<file path="config.mk">
export PLATFORM = sky130hd
export DESIGN_NAME = fis_seq
export DESIGN_NICKNAME = d
export VERILOG_FILES = /design/src/hdl/fis_pkg.sv /design/src/hdl/fis_prio.sv /design/src/hdl/fis_seq.sv
export SDC_FILE = /design/constraint.sdc
export NUM_CORES = 1
export LEC_CHECK = 0
export ABC_AREA = 1
export BUFFER_PORTS_ARGS = -buffer_cell sky130_fd_sc_hd__buf_2
export CAP_MARGIN = 20
export CORE_AREA = 4 4 108 110
export DETAILED_ROUTE_END_ITERATION = 8
export DIE_AREA = 0 0 112 114
export PLACE_DENSITY = 0.89
export SLEW_MARGIN = 5
export SYNTH_ARGS = -nofsm -noshare
export SYNTH_HDL_FRONTEND = slang
export SYNTH_SLANG_ARGS = --single-unit
</file>
<file path="constraint.sdc">
create_clock -name ref_clk -period 2.4 [get_ports ref_clk]
set_input_delay 0 -clock ref_clk [delete_from_list [all_inputs] [get_ports ref_clk]]
set_output_delay 0 -clock ref_clk [all_outputs]
set_load 0.02 [all_outputs]
</file>
<file path="src/hdl/fis_pkg.sv">
// Purpose: Shared constants for the flag and interrupt sequencer
// Assumes: 8-bit data, 16-bit addresses, six maskable groups
// Notes: Group index 0 is the highest priority group
package fis_pkg;

  // ****************************************************************
  // Widths
  // ****************************************************************
  localparam int FIS_AW = 16;
  localparam int FIS_SPW = 6;
  localparam int FIS_NGRP = 6;

  // ****************************************************************
  // Flag register bit positions
  // ****************************************************************
  localparam int FLG_C = 0;
  localparam int FLG_Z = 1;
  localparam int FLG_N = 2;
  localparam int FLG_I = 3;
  localparam int FLG_H = 4;
  localparam logic [2:0] FLG_UPPER_ONES = 3'b111;

  // ****************************************************************
  // Vectors
  // ****************************************************************
  localparam logic [15:0] VEC_RESET = 16'hFFFE;
  localparam logic [15:0] VEC_TRAP = 16'hFFFC;
  localparam logic [15:0] VEC_DECODER = 16'hFFFA;
  localparam logic [15:0] VEC_EXTPIN = 16'hFFF8;
  localparam logic [15:0] VEC_KEYWAKE = 16'hFFF6;
  localparam logic [15:0] VEC_TIMER = 16'hFFF4;
  localparam logic [15:0] VEC_SERIAL = 16'hFFF2;
  localparam logic [15:0] VEC_RTC = 16'hFFF0;

  // ****************************************************************
  // Stack window
  // ****************************************************************
  localparam logic [9:0] STK_BASE = 10'h003;
  localparam logic [5:0] STK_TOP = 6'h3F;
  localparam logic [2:0] STK_INT_BYTES = 3'h5;

  // ****************************************************************
  // ALU operations presented by the decoder
  // ****************************************************************
  typedef enum logic [3:0] {
    FIS_OP_NONE = 4'b0000,
    FIS_OP_ADD = 4'b0001,
    FIS_OP_ADC = 4'b0010,
    FIS_OP_LOGIC = 4'b0011,
    FIS_OP_LOAD = 4'b0100,
    FIS_OP_INCDEC = 4'b0101,
    FIS_OP_SHIFT = 4'b0110,
    FIS_OP_BITTEST = 4'b0111,
    FIS_OP_SUB = 4'b1000
  } fis_op_t;

endpackage : fis_pkg

</file>
<file path="src/hdl/fis_prio.sv">
// Purpose: Fixed priority pick of pending maskable groups
// Assumes: Request bit 0 is the highest vector
// Notes: Pure combinational
`timescale 1ns/1ps
`default_nettype none
module fis_prio
  import fis_pkg::*;
(
  // Requests
  input wire logic [FIS_NGRP-1:0] req,
  // Result
  output logic any,
  output logic [15:0] vector
);

  always_comb
  begin
    any = |req;
    vector = VEC_RTC;
    if (req[0])
    begin
      vector = VEC_DECODER;
    end
    else if (req[1])
    begin
      vector = VEC_EXTPIN;
    end
    else if (req[2])
    begin
      vector = VEC_KEYWAKE;
    end
    else if (req[3])
    begin
      vector = VEC_TIMER;
    end
    else if (req[4])
    begin
      vector = VEC_SERIAL;
    end
  end

endmodule : fis_prio
`default_nettype wire

</file>
<file path="src/hdl/fis_seq.sv">
// Purpose: Address counter, flags and interrupt entry/return sequencer
// Assumes: Decoder supplies results, carries and op strobes
// Notes: Memory bus is one byte per cycle, write or read
`timescale 1ns/1ps
`default_nettype none
module fis_seq
  import fis_pkg::*;
(
  // Clock and reset
  input wire logic ref_clk,
  input wire logic reset,
  input wire logic clk_en,
  // Instruction sequencer controls
  input wire logic fetch_step,
  input wire logic load_addr,
  input wire logic [15:0] load_value,
  input wire logic instr_done,
  input wire logic software_trap_op,
  input wire logic return_from_interrupt_op,
  input wire logic clear_mask_op,
  input wire logic wait_op,
  input wire logic set_mask_op,
  input wire logic call_push,
  input wire logic ret_pop,
  input wire logic reset_sp_op,
  // ALU results
  input wire logic [3:0] alu_op,
  input wire logic [7:0] alu_result,
  input wire logic alu_carry7,
  input wire logic alu_carry3,
  input wire logic alu_cbit,
  input wire logic [7:0] acc,
  input wire logic [7:0] index_reg,
  // Interrupt sources
  input wire logic [FIS_NGRP-1:0] irq_flag,
  input wire logic [FIS_NGRP-1:0] irq_enable,
  // Memory side
  input wire logic [7:0] mem_rdata,
  output logic [15:0] mem_addr,
  output logic [7:0] mem_wdata,
  output logic mem_we,
  output logic mem_re,
  // Restored core registers
  output logic [7:0] restore_acc,
  output logic [7:0] restore_index,
  output logic restore_valid,
  // State
  output logic [15:0] instruction_address_counter,
  output logic [7:0] flag_register,
  output logic [5:0] stack_ptr,
  output logic busy
);

  // ****************************************************************
  // State machine
  // ****************************************************************
  typedef enum logic [3:0] {
    ST_RESET_HI = 4'b0000,
    ST_RESET_LO = 4'b0001,
    ST_RUN = 4'b0010,
    ST_PUSH = 4'b0011,
    ST_VEC_HI = 4'b0100,
    ST_VEC_LO = 4'b0101,
    ST_POP = 4'b0110,
    ST_POP_LAST = 4'b0111
  } fis_state_t;

  fis_state_t state;
  fis_state_t next_state;
  logic [15:0] pc;
  logic [15:0] next_pc;
  logic [4:0] flags;
  logic [4:0] next_flags;
  logic mask_q;
  logic [3:0] arith_q;
  logic busy_q;
  logic next_busy;
  logic [5:0] sp;
  logic [5:0] next_sp;
  logic [2:0] cnt;
  logic [2:0] next_cnt;
  logic [15:0] vec;
  logic [15:0] next_vec;
  logic [15:0] mem_addr_q;
  logic [15:0] next_mem_addr;
  logic [7:0] wdata_q;
  logic [7:0] next_wdata;
  logic we_q;
  logic next_we;
  logic re_q;
  logic next_re;
  logic [7:0] rst_acc;
  logic [7:0] next_rst_acc;
  logic [7:0] rst_idx;
  logic [7:0] next_rst_idx;
  logic rst_vld;
  logic next_rst_vld;
  logic trap_pend;
  logic next_trap_pend;
  logic [7:0] hold_pch;
  logic [7:0] next_hold_pch;
  logic prio_any;
  logic [15:0] prio_vec;
  logic [FIS_NGRP-1:0] live_req;

  // Stack address inside the window
  function automatic logic [15:0] stk_addr(input logic [5:0] p);
    stk_addr = {STK_BASE, p};
  endfunction : stk_addr

  // Flag byte with upper ones
  function automatic logic [7:0] flag_byte(input logic [4:0] f);
    flag_byte = {FLG_UPPER_ONES, f};
  endfunction : flag_byte

  assign live_req = irq_flag & irq_enable;
  // Mask and arithmetic flags live in separate registers
  assign flags = {arith_q[3], mask_q, arith_q[2:0]};
  assign next_busy = (next_state != ST_RUN);

  fis_prio u_prio
  (
    .req(live_req),
    .any(prio_any),
    .vector(prio_vec)
  );

  // ****************************************************************
  // Next state
  // ****************************************************************
  always_comb
  begin
    next_state = state;
    next_pc = pc;
    next_flags = flags;
    next_sp = sp;
    next_cnt = cnt;
    next_vec = vec;
    next_mem_addr = mem_addr_q;
    next_wdata = wdata_q;
    next_we = 1'b0;
    next_re = 1'b0;
    next_rst_acc = rst_acc;
    next_rst_idx = rst_idx;
    next_rst_vld = 1'b0;
    next_trap_pend = trap_pend;
    next_hold_pch = hold_pch;
    unique case (state)
      ST_RESET_HI:
      begin
        next_flags[FLG_I] = 1'b1;
        next_mem_addr = VEC_RESET;
        next_re = 1'b1;
        next_state = ST_RESET_LO;
      end
      ST_RESET_LO:
      begin
        next_pc[15:8] = mem_rdata;
        next_mem_addr = VEC_RESET + 16'h0001;
        next_re = 1'b1;
        next_vec = VEC_RESET;
        next_state = ST_VEC_LO;
      end
      ST_RUN:
      begin
        if (fetch_step)
        begin
          next_pc = pc + 16'h0001;
        end
        if (load_addr)
        begin
          next_pc = load_value;
        end
        // Flag updates from the executing instruction
        unique case (alu_op)
          FIS_OP_ADD, FIS_OP_ADC:
          begin
            next_flags[FLG_H] = alu_carry3;
            next_flags[FLG_C] = alu_carry7;
          end
          FIS_OP_SUB, FIS_OP_LOGIC:
          begin
            next_flags[FLG_C] = alu_carry7;
          end
          FIS_OP_SHIFT, FIS_OP_BITTEST:
          begin
            next_flags[FLG_C] = alu_cbit;
          end
          default:
          begin
            next_flags[FLG_C] = flags[FLG_C];
          end
        endcase
        if (alu_op != FIS_OP_NONE && alu_op != FIS_OP_BITTEST)
        begin
          next_flags[FLG_N] = alu_result[7];
          next_flags[FLG_Z] = (alu_result == 8'h00);
        end
        if (clear_mask_op || wait_op)
        begin
          next_flags[FLG_I] = 1'b0;
        end
        if (set_mask_op)
        begin
          next_flags[FLG_I] = 1'b1;
        end
        if (reset_sp_op)
        begin
          next_sp = STK_TOP;
        end
        else if (call_push)
        begin
          next_sp = sp - 6'h02;
        end
        else if (ret_pop)
        begin
          next_sp = sp + 6'h02;
        end
        if (software_trap_op)
        begin
          next_trap_pend = 1'b1;
        end
        // Entry only at instruction boundary
        if (instr_done)
        begin
          if (return_from_interrupt_op)
          begin
            next_cnt = 3'h0;
            next_sp = sp + 6'h01;
            next_mem_addr = stk_addr(sp + 6'h01);
            next_re = 1'b1;
            next_state = ST_POP;
          end
          else if (software_trap_op || trap_pend ||
                   (prio_any && !flags[FLG_I]))
          begin
            next_cnt = 3'h0;
            next_state = ST_PUSH;
          end
        end
      end
      ST_PUSH:
      begin
        unique case (cnt)
          3'h0: next_wdata = next_pc[7:0];
          3'h1: next_wdata = pc[15:8];
          3'h2: next_wdata = index_reg;
          3'h3: next_wdata = acc;
          default: next_wdata = flag_byte(flags);
        endcase
        next_mem_addr = stk_addr(sp);
        next_we = 1'b1;
        next_sp = sp - 6'h01;
        next_cnt = cnt + 3'h1;
        if (cnt == STK_INT_BYTES - 3'h1)
        begin
          next_flags[FLG_I] = 1'b1;
          // Trap wins, else highest pending vector
          next_vec = (trap_pend || software_trap_op) ? VEC_TRAP : prio_vec;
          next_trap_pend = 1'b0;
          next_state = ST_VEC_HI;
        end
      end
      ST_VEC_HI:
      begin
        next_mem_addr = vec;
        next_re = 1'b1;
        next_state = ST_RESET_LO;
        next_hold_pch = 8'h00;
        if (vec != VEC_RESET)
        begin
          next_state = ST_VEC_LO;
        end
      end
      ST_VEC_LO:
      begin
        if (vec == VEC_RESET || mem_addr_q[0])
        begin
          next_pc[7:0] = mem_rdata;
          next_pc[15:8] = (vec == VEC_RESET) ? pc[15:8] : hold_pch;
          next_state = ST_RUN;
        end
        else
        begin
          next_hold_pch = mem_rdata;
          next_mem_addr = vec + 16'h0001;
          next_re = 1'b1;
        end
      end
      ST_POP:
      begin
        // reverse order: flags, acc, index, pc high, pc low
        unique case (cnt)
          3'h0: next_flags = mem_rdata[4:0];
          3'h1: next_rst_acc = mem_rdata;
          3'h2: next_rst_idx = mem_rdata;
          3'h3: next_pc[15:8] = mem_rdata;
          default: next_pc[7:0] = mem_rdata;
        endcase
        next_cnt = cnt + 3'h1;
        if (cnt == STK_INT_BYTES - 3'h1)
        begin
          next_rst_vld = 1'b1;
          next_state = ST_RUN;
        end
        else
        begin
          next_sp = sp + 6'h01;
          next_mem_addr = stk_addr(sp + 6'h01);
          next_re = 1'b1;
          next_state = (cnt == STK_INT_BYTES - 3'h2) ? ST_POP_LAST : ST_POP;
        end
      end
      ST_POP_LAST:
      begin
        next_pc[7:0] = mem_rdata;
        next_rst_vld = 1'b1;
        next_state = ST_RUN;
      end
      default:
      begin
        next_state = ST_RESET_HI;
      end
    endcase
  end

  // ****************************************************************
  // Registers
  // ****************************************************************
  always_ff @(posedge ref_clk or posedge reset)
  begin
    if (reset)
    begin
      state <= ST_RESET_HI;
      pc <= 16'h0000;
      sp <= STK_TOP;
      cnt <= 3'h0;
      vec <= VEC_RESET;
      mem_addr_q <= 16'h0000;
      wdata_q <= 8'h00;
      we_q <= 1'b0;
      re_q <= 1'b0;
      rst_acc <= 8'h00;
      rst_idx <= 8'h00;
      rst_vld <= 1'b0;
      trap_pend <= 1'b0;
      hold_pch <= 8'h00;
      mask_q <= 1'b1;
      busy_q <= 1'b1;
    end
    else if (clk_en)
    begin
      state <= next_state;
      pc <= next_pc;
      sp <= next_sp;
      cnt <= next_cnt;
      vec <= next_vec;
      mem_addr_q <= next_mem_addr;
      wdata_q <= next_wdata;
      we_q <= next_we;
      re_q <= next_re;
      rst_acc <= next_rst_acc;
      rst_idx <= next_rst_idx;
      rst_vld <= next_rst_vld;
      trap_pend <= next_trap_pend;
      hold_pch <= next_hold_pch;
      mask_q <= next_flags[FLG_I];
      busy_q <= next_busy;
    end
  end

  // Arithmetic flags keep their value through reset
  always_ff @(posedge ref_clk)
  begin
    if (clk_en && !reset)
    begin
      arith_q <= {next_flags[FLG_H], next_flags[FLG_N], next_flags[FLG_Z], next_flags[FLG_C]};
    end
  end

  assign mem_addr = mem_addr_q;
  assign mem_wdata = wdata_q;
  assign mem_we = we_q;
  assign mem_re = re_q;
  assign restore_acc = rst_acc;
  assign restore_index = rst_idx;
  assign restore_valid = rst_vld;
  assign instruction_address_counter = pc;
  assign flag_register = flag_byte(flags);
  assign stack_ptr = sp;
  assign busy = busy_q;

endmodule : fis_seq
`default_nettype wire

</file>
==> reports/summary.json, run 1 <==
{
  "clkSinkCount": {"value": 82},
  "critPathSlowestCell": {"value": "sky130_fd_sc_hd__dfrtp_1"},
  "count_of_state_elements_after_synthesis": {"value": 82},
  "global_route.overflow_total": {"value": 0},
  "power.ir.vdd_worst": {"value": 0.0004309, "unit": "V"},
  "reported_leakage_power": {"value": 3.388, "unit": "nW"},
  "detailedRoute.firstPassIterationCount": {"value": 6},
  "critPathBufInv": {"value": 0},
  "cp_delay_by_family_top": {"value": "simple AND/OR/NAND/NOR gates"},
  "critical_path_s_largest_stage_delay": {"value": 0.65, "unit": "ns"},
  "maxSlewHeadroom": {"value": 0.3369},
  "tritoncts_clock_tree": {"value": "yes"},
  "first_global_vias": {"value": 5654},
  "worst_setup_start_kind": {"value": "flip-flop"},
  "route.detailed.vias_per_inst": {"value": 5.564},
  "max-clock-path-buffers": {"value": 2},
  "outcome": {"value": "complete, but fails checks"},
  "post-synth-top-count-cell": {"value": "sky130_fd_sc_hd__nand2_1"},
  "ios": {"value": 155},
  "worstPathArrival": {"value": 2.39, "unit": "ns"},
  "yosysUniqueCellTypes": {"value": 48},
  "setup_viol": {"value": 0},
  "pre_cts_ws": {"value": 0.3733, "unit": "ns"},
  "die_extent_in_x": {"value": 112, "unit": "um"},
  "mappedNetlistArea": {"value": 0.005573, "unit": "mm2"},
  "synth.cells.most_frequent": {"value": "181 x sky130_fd_sc_hd__nand2_1, 92 x sky130_fd_sc_hd__nor2_1, 69 x sky130_fd_sc_hd__o21ai_0"},
  "yosys_synthesis_warning_count": {"value": 0},
  "timing_hold_violations_final": {"value": 1},
  "total_die_area": {"value": 0.01277, "unit": "mm2"},
  "num-nets-final": {"value": 1007},
  "timing_max_transition_violations_final": {"value": 0},
  "start_util": {"value": 0.5209},
  "mean_instance_size_in_the_synthesized_netlist": {"value": 7.285, "unit": "um2"},
  "logic_depth_of_the_worst_setup_path_including_buffers": {"value": 8},
  "synth.top_cell.area_share": {"value": 0.3009},
  "dpl-instance-area": {"value": 0.006342, "unit": "mm2"},
  "max-cap-violations": {"value": 0},
  "synth_top_cell_by_area": {"value": "sky130_fd_sc_hd__dfrtp_1"},
  "setup.worst_path.end_class": {"value": "flip-flop"},
  "setup_slack": {"value": 0.3082, "unit": "ns"},
  "power-per-cell-area": {"value": 1145, "unit": "mW/mm2"},
  "design.core.area": {"value": 0.01070, "unit": "mm2"},
  "dr.first_iter.drc_count": {"value": 532},
  "timing.hold.worst_path_depth": {"value": 3},
  "cts_made_buffers": {"value": 9},
  "path_clk_slew": {"value": 0.09, "unit": "ns"},
  "cts_root_buffer": {"value": "sky130_fd_sc_hd__clkbuf_8"},
  "achievable-frequency": {"value": 478.1, "unit": "MHz"},
  "globalplace.congestion": {"value": 0.9879},
  "finish.utilization": {"value": 0.6233},
  "post-route-drc-count": {"value": 0},
  "layout-drive-gt1-share": {"value": 0.2609},
  "cp.required": {"value": 2.70, "unit": "ns"},
  "antenna_diode_count": {"value": 0},
  "cts.repair_timing.setup_buffer_count": {"value": 0},
  "layout.filler_cells": {"value": 988},
  "hold_slack": {"value": -0.001711, "unit": "ns"},
  "power.total": {"value": 7.638, "unit": "mW"},
  "timing.final.crit_period": {"value": 2.092, "unit": "ns"},
  "insertion_delay": {"value": 0.37, "unit": "ns"},
  "cts.htree.levels": {"value": 3},
  "fin_cells": {"value": 1060},
  "yosys_most_used_dff": {"value": "sky130_fd_sc_hd__dfrtp_1"},
  "grt.total_usage": {"value": 0.2714},
  "hold_class": {"value": "input pin to flip-flop"},
  "maximum_number_of_pins_on_one_net_before_global_route_repair": {"value": 79},
  "post_synth_inst_count": {"value": 765},
  "crit_type": {"value": "flip-flop to flip-flop"},
  "dr_total_vias": {"value": 5898},
  "reg2regPathDepth": {"value": 8},
  "wire_per_inst": {"value": 16.45, "unit": "um"},
  "stdcell_area": {"value": 0.006668, "unit": "mm2"},
  "die_h": {"value": 114, "unit": "um"},
  "actual_transition_at_the_worst_max_transition_pin": {"value": 0.9947, "unit": "ns"},
  "setup_tns_final": {"value": 0, "unit": "ns"},
  "rows": {"value": 38},
  "place.detailed.hpwl": {"value": 13470, "unit": "um"},
  "synth_seq_area_share": {"value": 0.3743},
  "list_of_cells_traversed_by_the_critical_path": {"value": "nand2_4 -> nor2_2 -> nand2_1 -> nand4_2 -> nor2_4 -> nor2_4 -> nor2_1 -> nor2_1"},
  "placement.io_buffers": {"value": 151},
  "worst_clock_skew": {"value": 0.01505, "unit": "ns"},
  "failing_checks": {"value": "hold timing"},
  "rsz0062_at_grt": {"value": "no"},
  "first_pass_grt_wire_length": {"value": 27830, "unit": "um"},
  "min_period_over_period": {"value": 0.8716},
  "synth_async_sr_flop_share": {"value": 0.9512},
  "area_growth_syn_to_layout": {"value": 19.65, "unit": "%"},
  "routed_wl": {"value": 17440, "unit": "um"},
  "placedCellCount": {"value": 1029},
  "grt_antenna_before_repair": {"value": 0},
  "cp_max_fo": {"value": 12},
  "synth.top_cells.by_area": {"value": "sky130_fd_sc_hd__dfrtp_1 30%, sky130_fd_sc_hd__nand2_1 12%, sky130_fd_sc_hd__nor2_1 6.2%"},
  "number_of_enable_type_register_cells_in_the_synthesized_netlist": {"value": 4},
  "drtAntennaViolNets": {"value": 0}
}
where the power goes:
group	switching, mW	internal, mW
combinational	2.80	1.36
sequential	0.573	1.94
clock	0.522	0.433
total	3.90	3.74
logic make-up (layout without fill, tap and decap cells):
family	count (synthesis)	after routing	synth area share
DFF	82	82	0.3743
buffers and inverters	121	274	0.1028
AOI/OAI and AO/OA	164	164	0.1758
xor gates and xnor gates	10	10	0.01572
and+or+nand+nor	376	376	0.3060
adders and majority gates	11	11	0.02470
other	1	3	0.0006729
worst paths after layout:
| kind | startpoint | endpoint | slack, ns |
|---|---|---|---|
| hold / removal | load_value[11] | instruction_address_counter[11] | -0.002 |
| max in group asynchronous | reset | trap_pend | 1.73 |
| setup reg to reg | state[1] | mem_addr[5] | 0.31 |
| min in group asynchronous | reset | mem_addr[7] | 0.02 |
| hold reg to reg | restore_acc[4] | restore_acc[4] | 0.48 |
| setup / recovery | state[1] | mem_addr[5] | 0.31 |
timing repair:
action / CTS / global route
resized for setup: 0 / 0
hold buffers: 15 / 0
hold endpoints to repair: 22 / 0
flip-flops by register name (all words and copies together) (netlist names), 3 cells and up:
signal	flops
mem_wdata	8
stack_ptr	6
restore_acc	8
arith_q	4
hold_pch	8
state	4
restore_index	8
mem_addr	8
vec	3
instruction_address_counter	16
cnt	3
cell usage in the layout (no fill, tap or decap), types with 5 or more instances in the layout:
master	n
sky130_fd_sc_hd__nand2_1	181
sky130_fd_sc_hd__buf_2	151
sky130_fd_sc_hd__nor2_1	92
sky130_fd_sc_hd__o21ai_0	69
sky130_fd_sc_hd__dfrtp_1	67
sky130_fd_sc_hd__inv_1	66
sky130_fd_sc_hd__nand3_1	47
sky130_fd_sc_hd__a21oi_1	28
sky130_fd_sc_hd__dlygate4sd3_1	15
sky130_fd_sc_hd__o22ai_1	14
sky130_fd_sc_hd__o211ai_1	12
sky130_fd_sc_hd__nand2_2	11
sky130_fd_sc_hd__nand4_1	11
sky130_fd_sc_hd__ha_1	11
sky130_fd_sc_hd__dfstp_2	11
sky130_fd_sc_hd__clkbuf_8	11
sky130_fd_sc_hd__nor3_1	10
sky130_fd_sc_hd__o21ai_1	9
sky130_fd_sc_hd__inv_2	9
sky130_fd_sc_hd__xor2_1	9
sky130_fd_sc_hd__buf_4	8
sky130_fd_sc_hd__o221ai_1	6
sky130_fd_sc_hd__nor2_4	6
sky130_fd_sc_hd__a22oi_1	5
sky130_fd_sc_hd__o21ai_2	5
sky130_fd_sc_hd__inv_4	5
sky130_fd_sc_hd__a31oi_1	5
worst min-delay path, delay by kind of cell:
kind	cells	cell delay, ns
compound gates	2	0.24
buf+inv	1	0.09
routing by layer:
| layer | vias up | wire length (um) | share of wire | GRT usage |
|---|---|---|---|---|
| met3 | 34 | 1894 | 0.11 | 0.06154 |
| met2 | 320 | 8139 | 0.47 | 0.4488 |
| met1 | 2706 | 7033 | 0.40 | 0.3551 |
| met5 | - | 0 | 0 | 0 |
| li1 | 2838 | - | - | - |
| met4 | 0 | 374 | 0.021 | 0.09054 |
final cells by class:
class	count	area [um2]	area share
Multi-Input combinational cell	564	2922	0.4382
Sequential cell	82	2086	0.3128
Timing Repair Buffer	174	965.9	0.1449
Inverter	84	344.1	0.05160
Tap cell	140	175.2	0.02627
Clock buffer	14	162.7	0.02439
Clock inverter	2	12.51	0.001877
Power figures use the tool's default switching activity.
==> run 2, diff against run 1 <==
--- a/config.mk
+++ b/config.mk
@@ -5,12 +5,12 @@
 export SDC_FILE = /design/constraint.sdc
 export NUM_CORES = 1
 export LEC_CHECK = 0
-export ABC_AREA = 1
+export ABC_AREA = 0
 export BUFFER_PORTS_ARGS = -buffer_cell sky130_fd_sc_hd__buf_2
 export CAP_MARGIN = 20
-export CORE_AREA = 4 4 108 110
+export CORE_AREA = 4 4 107 109
 export DETAILED_ROUTE_END_ITERATION = 8
-export DIE_AREA = 0 0 112 114
+export DIE_AREA = 0 0 111 113
 export PLACE_DENSITY = 0.89
 export SLEW_MARGIN = 5
 export SYNTH_ARGS = -nofsm -noshare
==> run 2 against run 1 <==
  * The run ends with DRC left
  * Global-route usage fell by 0.24 points
  * Final cell count down 14%
  * Sequential power up 9.1%
  * Clock power is 16% higher
  * Total power is 16% higher
  * Register-to-register slack worse by 0.11 ns
  * Maximum frequency decreased by 4.9%
  * Synthesized cell count decreased by 21%
  * Combinational power is 19% higher
  * Area after synthesis fell by 1.7%
  * Routed wire length fell by 1.0%
  * Count of clock-buffer cells in the layout is 5 lower
  * Largest cell class unchanged
==> reports/summary.json, run 2 <==
{
  "outcome": {"value": "complete, but fails checks"},
  "failing_checks": {"value": "DRC"},
  "power.combinational.fraction": {"value": 0.562, "change": "+0.016"},
  "stdcell_area": {"value": 0.006719, "unit": "mm2", "change": "+0.77%"},
  "list_of_cells_traversed_by_the_critical_path": {"value": "nor3b_2 -> nand2_2 -> nor3_2 -> nand2_2 -> mux2_1"},
  "max-cap-violations": {"value": 0, "change": "unchanged"},
  "setup_tns_final": {"value": 0, "unit": "ns", "change": "unchanged"},
  "area_growth_syn_to_layout": {"value": 22.69, "unit": "%"},
  "power-per-cell-area": {"value": 1313, "unit": "mW/mm2", "change": "+15%"},
  "tritoncts_clock_tree": {"value": "yes"},
  "hold_buffer_count_at_cts": {"value": 15, "change": "unchanged"},
  "rsz0062_at_grt": {"value": "no"},
  "power.clock.fraction": {"value": 0.126, "change": "about the same"},
  "crit_type": {"value": "flip-flop to flip-flop"},
  "timing.hold.worst_path_depth": {"value": 3, "change": "unchanged"},
  "reg2regPathDepth": {"value": 5, "change": "-3"},
  "timing.final.crit_period": {"value": 2.199, "unit": "ns", "change": "+0.1076 ns"},
  "maximum_number_of_pins_on_one_net_before_global_route_repair": {"value": 30, "change": "-62%"},
  "crit_top_cell": {"value": "sky130_fd_sc_hd__nand2_2"},
  "antenna_diode_count": {"value": 0, "change": "unchanged"},
  "total_die_area": {"value": 0.01254, "unit": "mm2", "change": "-1.8%"},
  "first_global_vias": {"value": 5251, "change": "-7.1%"},
  "layout_commonest_cell": {"value": "sky130_fd_sc_hd__buf_2"},
  "post_synth_inst_count": {"value": 608, "change": "-21%"},
  "critPathBufInv": {"value": 0, "change": "unchanged"},
  "worst_hold_path.endpoint": {"value": "busy"},
  "cts.repair_timing.setup_buffer_count": {"value": 0, "change": "unchanged"},
  "timing_max_transition_violations_final": {"value": 0, "change": "unchanged"},
  "num-nets-final": {"value": 858, "change": "-15%"},
  "net_switching_fraction_of_the_power": {"value": 0.4885, "change": "-0.02174"},
  "global_route.overflow_total": {"value": 0, "change": "unchanged"},
  "drtAntennaViolNets": {"value": 0, "change": "unchanged"},
  "critical_path_s_largest_stage_delay": {"value": 0.64, "unit": "ns", "change": "about the same"},
  "dpl-instance-area": {"value": 0.006352, "unit": "mm2", "change": "+0.16%"},
  "globalplace.congestion": {"value": 0.9347, "change": "-5.4%"},
  "cts_root_buffer": {"value": "sky130_fd_sc_hd__clkbuf_8"},
  "synth.top_cells.by_area": {"value": "sky130_fd_sc_hd__dfrtp_1 31%, sky130_fd_sc_hd__dfstp_2 5.3%, sky130_fd_sc_hd__nand2_1 4.6%"},
  "rows": {"value": 38, "change": "unchanged"},
  "holdCritStartpoint": {"value": "clk_en"},
  "number_of_enable_type_register_cells_in_the_synthesized_netlist": {"value": 4, "change": "unchanged"},
  "r2r_slack": {"value": 0.20, "unit": "ns", "change": "-0.11 ns"},
  "worst_setup_start_kind": {"value": "flip-flop"},
  "max-clock-path-buffers": {"value": 2, "change": "unchanged"},
  "synth_seq_area_share": {"value": 0.3809, "change": "+0.006584"},
  "yosys_most_used_dff": {"value": "sky130_fd_sc_hd__dfrtp_1"},
  "dr.first_iter.drc_count": {"value": 664, "change": "+25%"},
  "synth.cells.most_frequent": {"value": "67 x sky130_fd_sc_hd__dfrtp_1, 67 x sky130_fd_sc_hd__nand2_1, 46 x sky130_fd_sc_hd__nor2_1"},
  "grt_antenna_before_repair": {"value": 0, "change": "unchanged"},
  "largest_reg_flops": {"value": 16, "change": "unchanged"},
  "timing_hold_violations_final": {"value": 0, "change": "-1"},
  "power.ir.vdd_worst": {"value": 0.0008674, "unit": "V", "change": "+100%"},
  "placement.io_buffers": {"value": 151, "change": "unchanged"},
  "path_clk_slew": {"value": 0.10, "unit": "ns", "change": "about the same"},
  "yosys_synthesis_warning_count": {"value": 0, "change": "unchanged"},
  "reported_leakage_power": {"value": 3.099, "unit": "nW", "change": "-8.5%"},
  "regToRegStartpoint": {"value": "state[1]"},
  "first_pass_grt_wire_length": {"value": 27240, "unit": "um", "change": "-2.1%"},
  "wire_per_inst": {"value": 18.95, "unit": "um", "change": "+15%"},
  "r2r_end": {"value": "restore_acc[2]"},
  "start_util": {"value": 0.5165, "change": "-0.004415"},
  "hold_slack": {"value": 0.01121, "unit": "ns", "change": "+0.01292 ns"},
  "detailedRoute.firstPassIterationCount": {"value": 9, "change": "+3"},
  "achievable-frequency": {"value": 454.7, "unit": "MHz", "change": "-4.9%"},
  "internal-power": {"value": 4.513, "unit": "mW", "change": "+21%"},
  "layout-drive-gt1-share": {"value": 0.3022, "change": "+0.04134"},
  "die_h": {"value": 113, "unit": "um", "change": "-0.88%"},
  "cp.required": {"value": 2.65, "unit": "ns", "change": "-0.05 ns"},
  "mappedNetlistArea": {"value": 0.005477, "unit": "mm2", "change": "-1.7%"},
  "synth_async_sr_flop_share": {"value": 0.9512, "change": "unchanged"},
  "die_extent_in_x": {"value": 111, "unit": "um", "change": "-0.89%"},
  "ios": {"value": 155, "change": "unchanged"},
  "maxSlewHeadroom": {"value": 0.6155, "change": "+0.2786"},
  "synth_top_cell_by_area": {"value": "sky130_fd_sc_hd__dfrtp_1"},
  "layout_common_cells": {"value": "151 x sky130_fd_sc_hd__buf_2, 67 x sky130_fd_sc_hd__nand2_1, 67 x sky130_fd_sc_hd__dfrtp_1"},
  "clkSinkCount": {"value": 82, "change": "unchanged"},
  "route.detailed.vias_per_inst": {"value": 6.100, "change": "+9.6%"},
  "cts_made_buffers": {"value": 9, "change": "unchanged"},
  "worst_clock_skew": {"value": 0.01365, "unit": "ns", "change": "-0.001394 ns"},
  "insertion_delay": {"value": 0.37, "unit": "ns", "change": "about the same"},
  "design.core.area": {"value": 0.01060, "unit": "mm2", "change": "-0.89%"},
  "min_period_over_period": {"value": 0.9164, "change": "+0.04483"},
  "post-route-drc-count": {"value": 1, "change": "+1"},
  "cp_delay_by_family_top": {"value": "simple AND/OR/NAND/NOR gates"},
  "yosysUniqueCellTypes": {"value": 85, "change": "+77%"},
  "count_of_state_elements_after_synthesis": {"value": 82, "change": "unchanged"},
  "grt.total_usage": {"value": 0.2689, "change": "-0.002446"},
  "dr_total_vias": {"value": 5557, "change": "-5.8%"},
  "cp_max_fo": {"value": 14, "change": "+2"},
  "setup.worst_path.end_class": {"value": "flip-flop"},
  "seq_power_share": {"value": 0.312, "change": "-0.017"},
  "cts.htree.levels": {"value": 3, "change": "unchanged"},
  "actual_transition_at_the_worst_max_transition_pin": {"value": 0.5767, "unit": "ns", "change": "-0.4180 ns"},
  "place.detailed.hpwl": {"value": 12730, "unit": "um", "change": "-5.5%"},
  "critPathSlowestCell": {"value": "sky130_fd_sc_hd__dfrtp_1"},
  "post_cts.resized_instances": {"value": 0, "change": "unchanged"},
  "routed_wl": {"value": 17260, "unit": "um", "change": "-1.0%"},
  "setup_viol": {"value": 0, "change": "unchanged"},
  "power.switching": {"value": 4.311, "unit": "mW", "change": "+11%"},
  "mean_instance_size_in_the_synthesized_netlist": {"value": 9.007, "unit": "um2", "change": "+24%"},
  "hold_class": {"value": "input pin to flip-flop"},
  "worstPathArrival": {"value": 2.45, "unit": "ns", "change": "+0.06 ns"},
  "synth.top_cell.area_share": {"value": 0.3061, "change": "+0.005293"}
}
run 2: cell families (layout without fill, tap and decap cells):
| kind of cell | after synthesis | in the layout | share of synthesized area |
|---|---|---|---|
| compound gates | 192 | 192 | 0.2420 |
| xor+xnor | 14 | 14 | 0.02239 |
| simple gates | 208 | 208 | 0.2006 |
| other cells | 1 | 3 | 0.0006847 |
| mux | 32 | 32 | 0.06397 |
| buf+inv | 68 | 229 | 0.06442 |
| flops | 82 | 82 | 0.3809 |
| fa+ha+maj | 11 | 11 | 0.02513 |
run 2: power by group through the flow:
stage               Clock (mW)  Sequential [mW]  Combinational (mW)
floorplan                    0             3.07                3.01
global placement             0             2.73                4.78
finish                    1.11             2.75                4.96
CTS                       1.12             2.72                4.90
detailed placement           0             2.74                4.85
global route              1.18             2.83                5.36
run 2: how the worst max path moves through the flow:
| stage | startpoint | cells after the start | slack [ns] | endpoint |
|---|---|---|---|---|
| floorplan | cnt[2] | 10 | 0.06 | instruction_address_counter[14] |
| global placement | state[1] | 5 | 0.27 | instruction_address_counter[14] |
| detailed placement | state[1] | 5 | 0.23 | restore_acc[2] |
| CTS | state[1] | 5 | 0.21 | restore_acc[2] |
| global route | state[1] | 5 | 0.02 | restore_acc[2] |
| finish | state[1] | 5 | 0.20 | restore_acc[2] |
run 2: through the flow:
stage	setup WS, ns	instances	power [mW]	util
floorplan	0.06030	610	6.079	-
global placement	0.2664	880	7.503	0.5991
detailed placement	0.2296	880	7.595	0.5991
CTS	0.2137	911	8.738	0.6337
global route	0.01501	911	9.370	0.6337
finish	0.2006	911	8.824	0.6337
run 2: layout make-up:
| class | count | area, um2 |
|---|---|---|
| fill | 889 | 3884 |
| multi-input combinational | 460 | 3045 |
| sequential | 82 | 2086 |
| timing repair buffer | 193 | 1121 |
| tap | 140 | 175.2 |
| clock buffer | 9 | 123.9 |
| clock inverter | 7 | 92.59 |
| inverter | 20 | 75.07 |
run 2: worst reg2reg max path: stages, from the launching register on:
cell                      delay [ns]
sky130_fd_sc_hd__dfrtp_1        0.64
sky130_fd_sc_hd__nor3b_2        0.40
sky130_fd_sc_hd__nand2_2        0.21
sky130_fd_sc_hd__nor3_2         0.25
sky130_fd_sc_hd__nand2_2        0.20
sky130_fd_sc_hd__mux2_1         0.38
run 2: layer usage:
| layer | global-route usage | part of all wire | vias to the layer above |
|---|---|---|---|
| met4 | 0.1248 | 0.038 | 0 |
| met2 | 0.4211 | 0.46 | 373 |
| met3 | 0.06738 | 0.11 | 64 |
| met1 | 0.3532 | 0.40 | 2567 |
| li1 | - | - | 2553 |
| met5 | 0 | 0 | - |
==> run 3, diff against run 2 <==
==> constraint.sdc (replaced) <==
create_clock -name ref_clk -period 2.15 [get_ports ref_clk]
set_input_delay 0.1075 -clock ref_clk [delete_from_list [all_inputs] [get_ports ref_clk]]
set_output_delay 0.1075 -clock ref_clk [all_outputs]
set_load 0.02 [all_outputs]
==> run 3 against run 2 <==
  * The run now ends clean
  * Sequential share of layout area is essentially flat
  * Global-route usage is essentially flat
  * Core utilization increased by 0.11 points
  * Worst setup slack lost 0.075 ns
  * Final cell count is 0.33% higher
  * First-iteration DRC count down 7.5%
  * Non-clock buffer count rose by 3
  * Routed wire length down 0.17%
  * Largest power group unchanged
  * Highest routed layer unchanged
==> reports/summary.json, run 3 (synthesis results as in run 2) <==
{
  "cts_made_buffers": {"value": 9, "change": "unchanged"},
  "wire_per_inst": {"value": 18.85, "unit": "um", "change": "-0.50%"},
  "first_pass_grt_wire_length": {"value": 27340, "unit": "um", "change": "+0.35%"},
  "crit_type": {"value": "flip-flop to flip-flop"},
  "layout.filler_cells": {"value": 907, "change": "+2.0%"},
  "rows": {"value": 38, "change": "unchanged"},
  "max-clock-path-buffers": {"value": 2, "change": "unchanged"},
  "layout_commonest_cell": {"value": "sky130_fd_sc_hd__buf_2"},
  "regToRegStartpoint": {"value": "state[0]"},
  "holdCritStartpoint": {"value": "software_trap_op"},
  "grt.total_usage": {"value": 0.2692, "change": "about the same"},
  "setup_viol": {"value": 0, "change": "unchanged"},
  "layout_common_cells": {"value": "151 x sky130_fd_sc_hd__buf_2, 67 x sky130_fd_sc_hd__nand2_1, 66 x sky130_fd_sc_hd__dfrtp_1"},
  "outcome": {"value": "finished, final reports clean"},
  "reported_leakage_power": {"value": 3.118, "unit": "nW", "change": "+0.62%"},
  "dr.first_iter.drc_count": {"value": 614, "change": "-7.5%"},
  "clkSinkCount": {"value": 82, "change": "unchanged"},
  "worst_clock_skew": {"value": 0.009927, "unit": "ns", "change": "-0.003726 ns"},
  "power.ir.vdd_worst": {"value": 0.0007502, "unit": "V", "change": "-14%"},
  "r2r_slack": {"value": 0.13, "unit": "ns", "change": "-0.08 ns"},
  "timing_hold_violations_final": {"value": 0, "change": "unchanged"},
  "stdcell_area": {"value": 0.006730, "unit": "mm2", "change": "+0.17%"},
  "route.detailed.vias_per_inst": {"value": 6.109, "change": "+0.16%"},
  "largest_reg_flops": {"value": 16, "change": "unchanged"},
  "layout.area.seq": {"value": 0.002087, "unit": "mm2", "change": "about the same"},
  "area_growth_syn_to_layout": {"value": 22.89, "unit": "%"},
  "multi_input_area": {"value": 0.003065, "unit": "mm2", "change": "+0.66%"},
  "achievable-frequency": {"value": 493.9, "unit": "MHz", "change": "+8.6%"},
  "die_extent_in_x": {"value": 111, "unit": "um", "change": "unchanged"},
  "timing_max_transition_violations_final": {"value": 0, "change": "unchanged"},
  "first_global_vias": {"value": 5365, "change": "+2.2%"},
  "ios": {"value": 155, "change": "unchanged"},
  "seq_power_share": {"value": 0.299, "change": "-0.013"},
  "dr_total_vias": {"value": 5584, "change": "+0.49%"},
  "timing.final.crit_period": {"value": 2.025, "unit": "ns", "change": "-0.1747 ns"},
  "grt_antenna_before_repair": {"value": 0, "change": "unchanged"},
  "global_route.overflow_total": {"value": 0, "change": "unchanged"},
  "worst_setup_start_kind": {"value": "flip-flop"},
  "start_util": {"value": 0.5165, "change": "unchanged"},
  "drtAntennaViolNets": {"value": 0, "change": "unchanged"},
  "cp.required": {"value": 2.44, "unit": "ns", "change": "-0.21 ns"},
  "placement.io_buffers": {"value": 151, "change": "unchanged"},
  "post-route-drc-count": {"value": 0, "change": "-1"},
  "min_period_over_period": {"value": 0.9417, "change": "+0.02529"},
  "reg2regPathDepth": {"value": 7, "change": "+2"},
  "design.core.area": {"value": 0.01060, "unit": "mm2", "change": "unchanged"},
  "hold_class": {"value": "input pin to flip-flop"},
  "power.switching": {"value": 4.770, "unit": "mW", "change": "+11%"},
  "place.detailed.hpwl": {"value": 12930, "unit": "um", "change": "+1.6%"},
  "layout-drive-gt1-share": {"value": 0.3307, "change": "+0.02854"},
  "detailedRoute.firstPassIterationCount": {"value": 5, "change": "-4"},
  "internal-power": {"value": 5.167, "unit": "mW", "change": "+15%"},
  "maxSlewHeadroom": {"value": 0.6198, "change": "+0.004262"},
  "globalplace.congestion": {"value": 0.9676, "change": "+3.5%"},
  "worstPathArrival": {"value": 2.32, "unit": "ns", "change": "-0.13 ns"},
  "die_h": {"value": 113, "unit": "um", "change": "unchanged"},
  "max-cap-violations": {"value": 0, "change": "unchanged"},
  "power-per-cell-area": {"value": 1477, "unit": "mW/mm2", "change": "+12%"},
  "net_switching_fraction_of_the_power": {"value": 0.4800, "change": "-0.008517"},
  "total_die_area": {"value": 0.01254, "unit": "mm2", "change": "unchanged"},
  "timing.hold.worst_path_depth": {"value": 3, "change": "unchanged"},
  "cts.htree.levels": {"value": 3, "change": "unchanged"},
  "maximum_number_of_pins_on_one_net_before_global_route_repair": {"value": 38, "change": "+27%"},
  "path_clk_slew": {"value": 0.09, "unit": "ns", "change": "about the same"},
  "routed_wl": {"value": 17230, "unit": "um", "change": "-0.17%"},
  "power.combinational.fraction": {"value": 0.584, "change": "+0.022"},
  "setup.worst_path.end_class": {"value": "flip-flop"},
  "cp_max_fo": {"value": 19, "change": "+5"},
  "insertion_delay": {"value": 0.37, "unit": "ns", "change": "about the same"},
  "actual_transition_at_the_worst_max_transition_pin": {"value": 0.5695, "unit": "ns", "change": "-0.007222 ns"},
  "tritoncts_clock_tree": {"value": "yes"},
  "r2r_end": {"value": "instruction_address_counter[15]"},
  "setup_tns_final": {"value": 0, "unit": "ns", "change": "unchanged"},
  "cts_root_buffer": {"value": "sky130_fd_sc_hd__clkbuf_8"},
  "worst_hold_path.endpoint": {"value": "trap_pend"},
  "power.clock.fraction": {"value": 0.116, "change": "-0.010"},
  "rsz0062_at_grt": {"value": "no"},
  "dpl-instance-area": {"value": 0.006451, "unit": "mm2", "change": "+1.6%"},
  "antenna_diode_count": {"value": 0, "change": "unchanged"},
  "num-nets-final": {"value": 861, "change": "+0.35%"}
}
run 3: changes by cell type in the layout (fill, tap and decap cells not counted), sizes merged:
cell         previous run  this run
buf                   178       194
dlygate4sd3            15         2
inv                    24        19
clkinv                  2         6
clkbuf                  9        10
run 3: worst max-delay path, stage by stage (launching register included):
cell,delay (ns)
sky130_fd_sc_hd__dfrtp_1,0.45
sky130_fd_sc_hd__buf_4,0.19
sky130_fd_sc_hd__and4bb_2,0.26
sky130_fd_sc_hd__buf_4,0.21
sky130_fd_sc_hd__nor2_4,0.23
sky130_fd_sc_hd__a22oi_1,0.13
sky130_fd_sc_hd__a311o_1,0.36
sky130_fd_sc_hd__a21oi_1,0.13
run 3: worst max path at each step:
stage / startpoint / end / slack, ns
2_1_floorplan: cnt[2] / instruction_address_counter[14] / 0.06
3_3_place_gp: stack_ptr[2] / stack_ptr[5] / 0.08
3_5_place_dp: stack_ptr[2] / stack_ptr[5] / 0.03
4_1_cts: stack_ptr[2] / stack_ptr[5] / 0.07
5_1_grt: cnt[0] / mem_addr[1] / 0.02
6_report: state[0] / instruction_address_counter[15] / 0.13
run 3: per-stage QoR:
stage | worst slack, ns | util | hold WS (ns) | power [mW] | cells
after floorplan | 0.05683 | - | 0.2392 | 6.796 | 610
after global placement | 0.07548 | 0.6084 | 0.2080 | 8.454 | 891
after detailed placement | 0.03167 | 0.6084 | 0.2196 | 8.587 | 891
after CTS | 0.06817 | 0.6296 | 0.01591 | 9.775 | 909
after global routing | 0.01519 | 0.6348 | 0.04375 | 10.60 | 914
final | 0.1253 | 0.6348 | 0.01545 | 9.938 | 914
run 3: metal layers:
metal	global-route usage	wire (um)	vias up	part of all wire
met4	0.1043	569	0	0.033
met3	0.06738	1775	53	0.10
li1	-	-	2559	-
met1	0.3462	6672	2630	0.39
met5	0	0	-	0
met2	0.4401	8212	342	0.48
run 3: layout make-up:
cell class / instances / share of cell area
inverter: 20 / 0.01115
clock inverter: 6 / 0.009853
tap: 140 / 0.02603
clock buffer: 10 / 0.02045
sequential: 82 / 0.3101
timing repair buffer: 196 / 0.1669
multi-input combinational: 460 / 0.4555
run 3: power by group through the flow:
stage | clock network (mW) | registers (mW) | logic, mW
finish | 1.16 | 2.97 | 5.81
global route | 1.24 | 3.07 | 6.29
CTS | 1.17 | 2.96 | 5.64
detailed placement | 0 | 2.99 | 5.60
global placement | 0 | 2.95 | 5.50
floorplan | 0 | 3.43 | 3.37
run 3: timing repair:
item / CTS / global route
gates resized for setup: 1 / 6
pin swaps: 0 / 2
hold endpoints to repair: 23 / 0
buffers inserted: 0 / 5
hold buffers: 2 / 0
setup endpoints to repair: 1 / 6
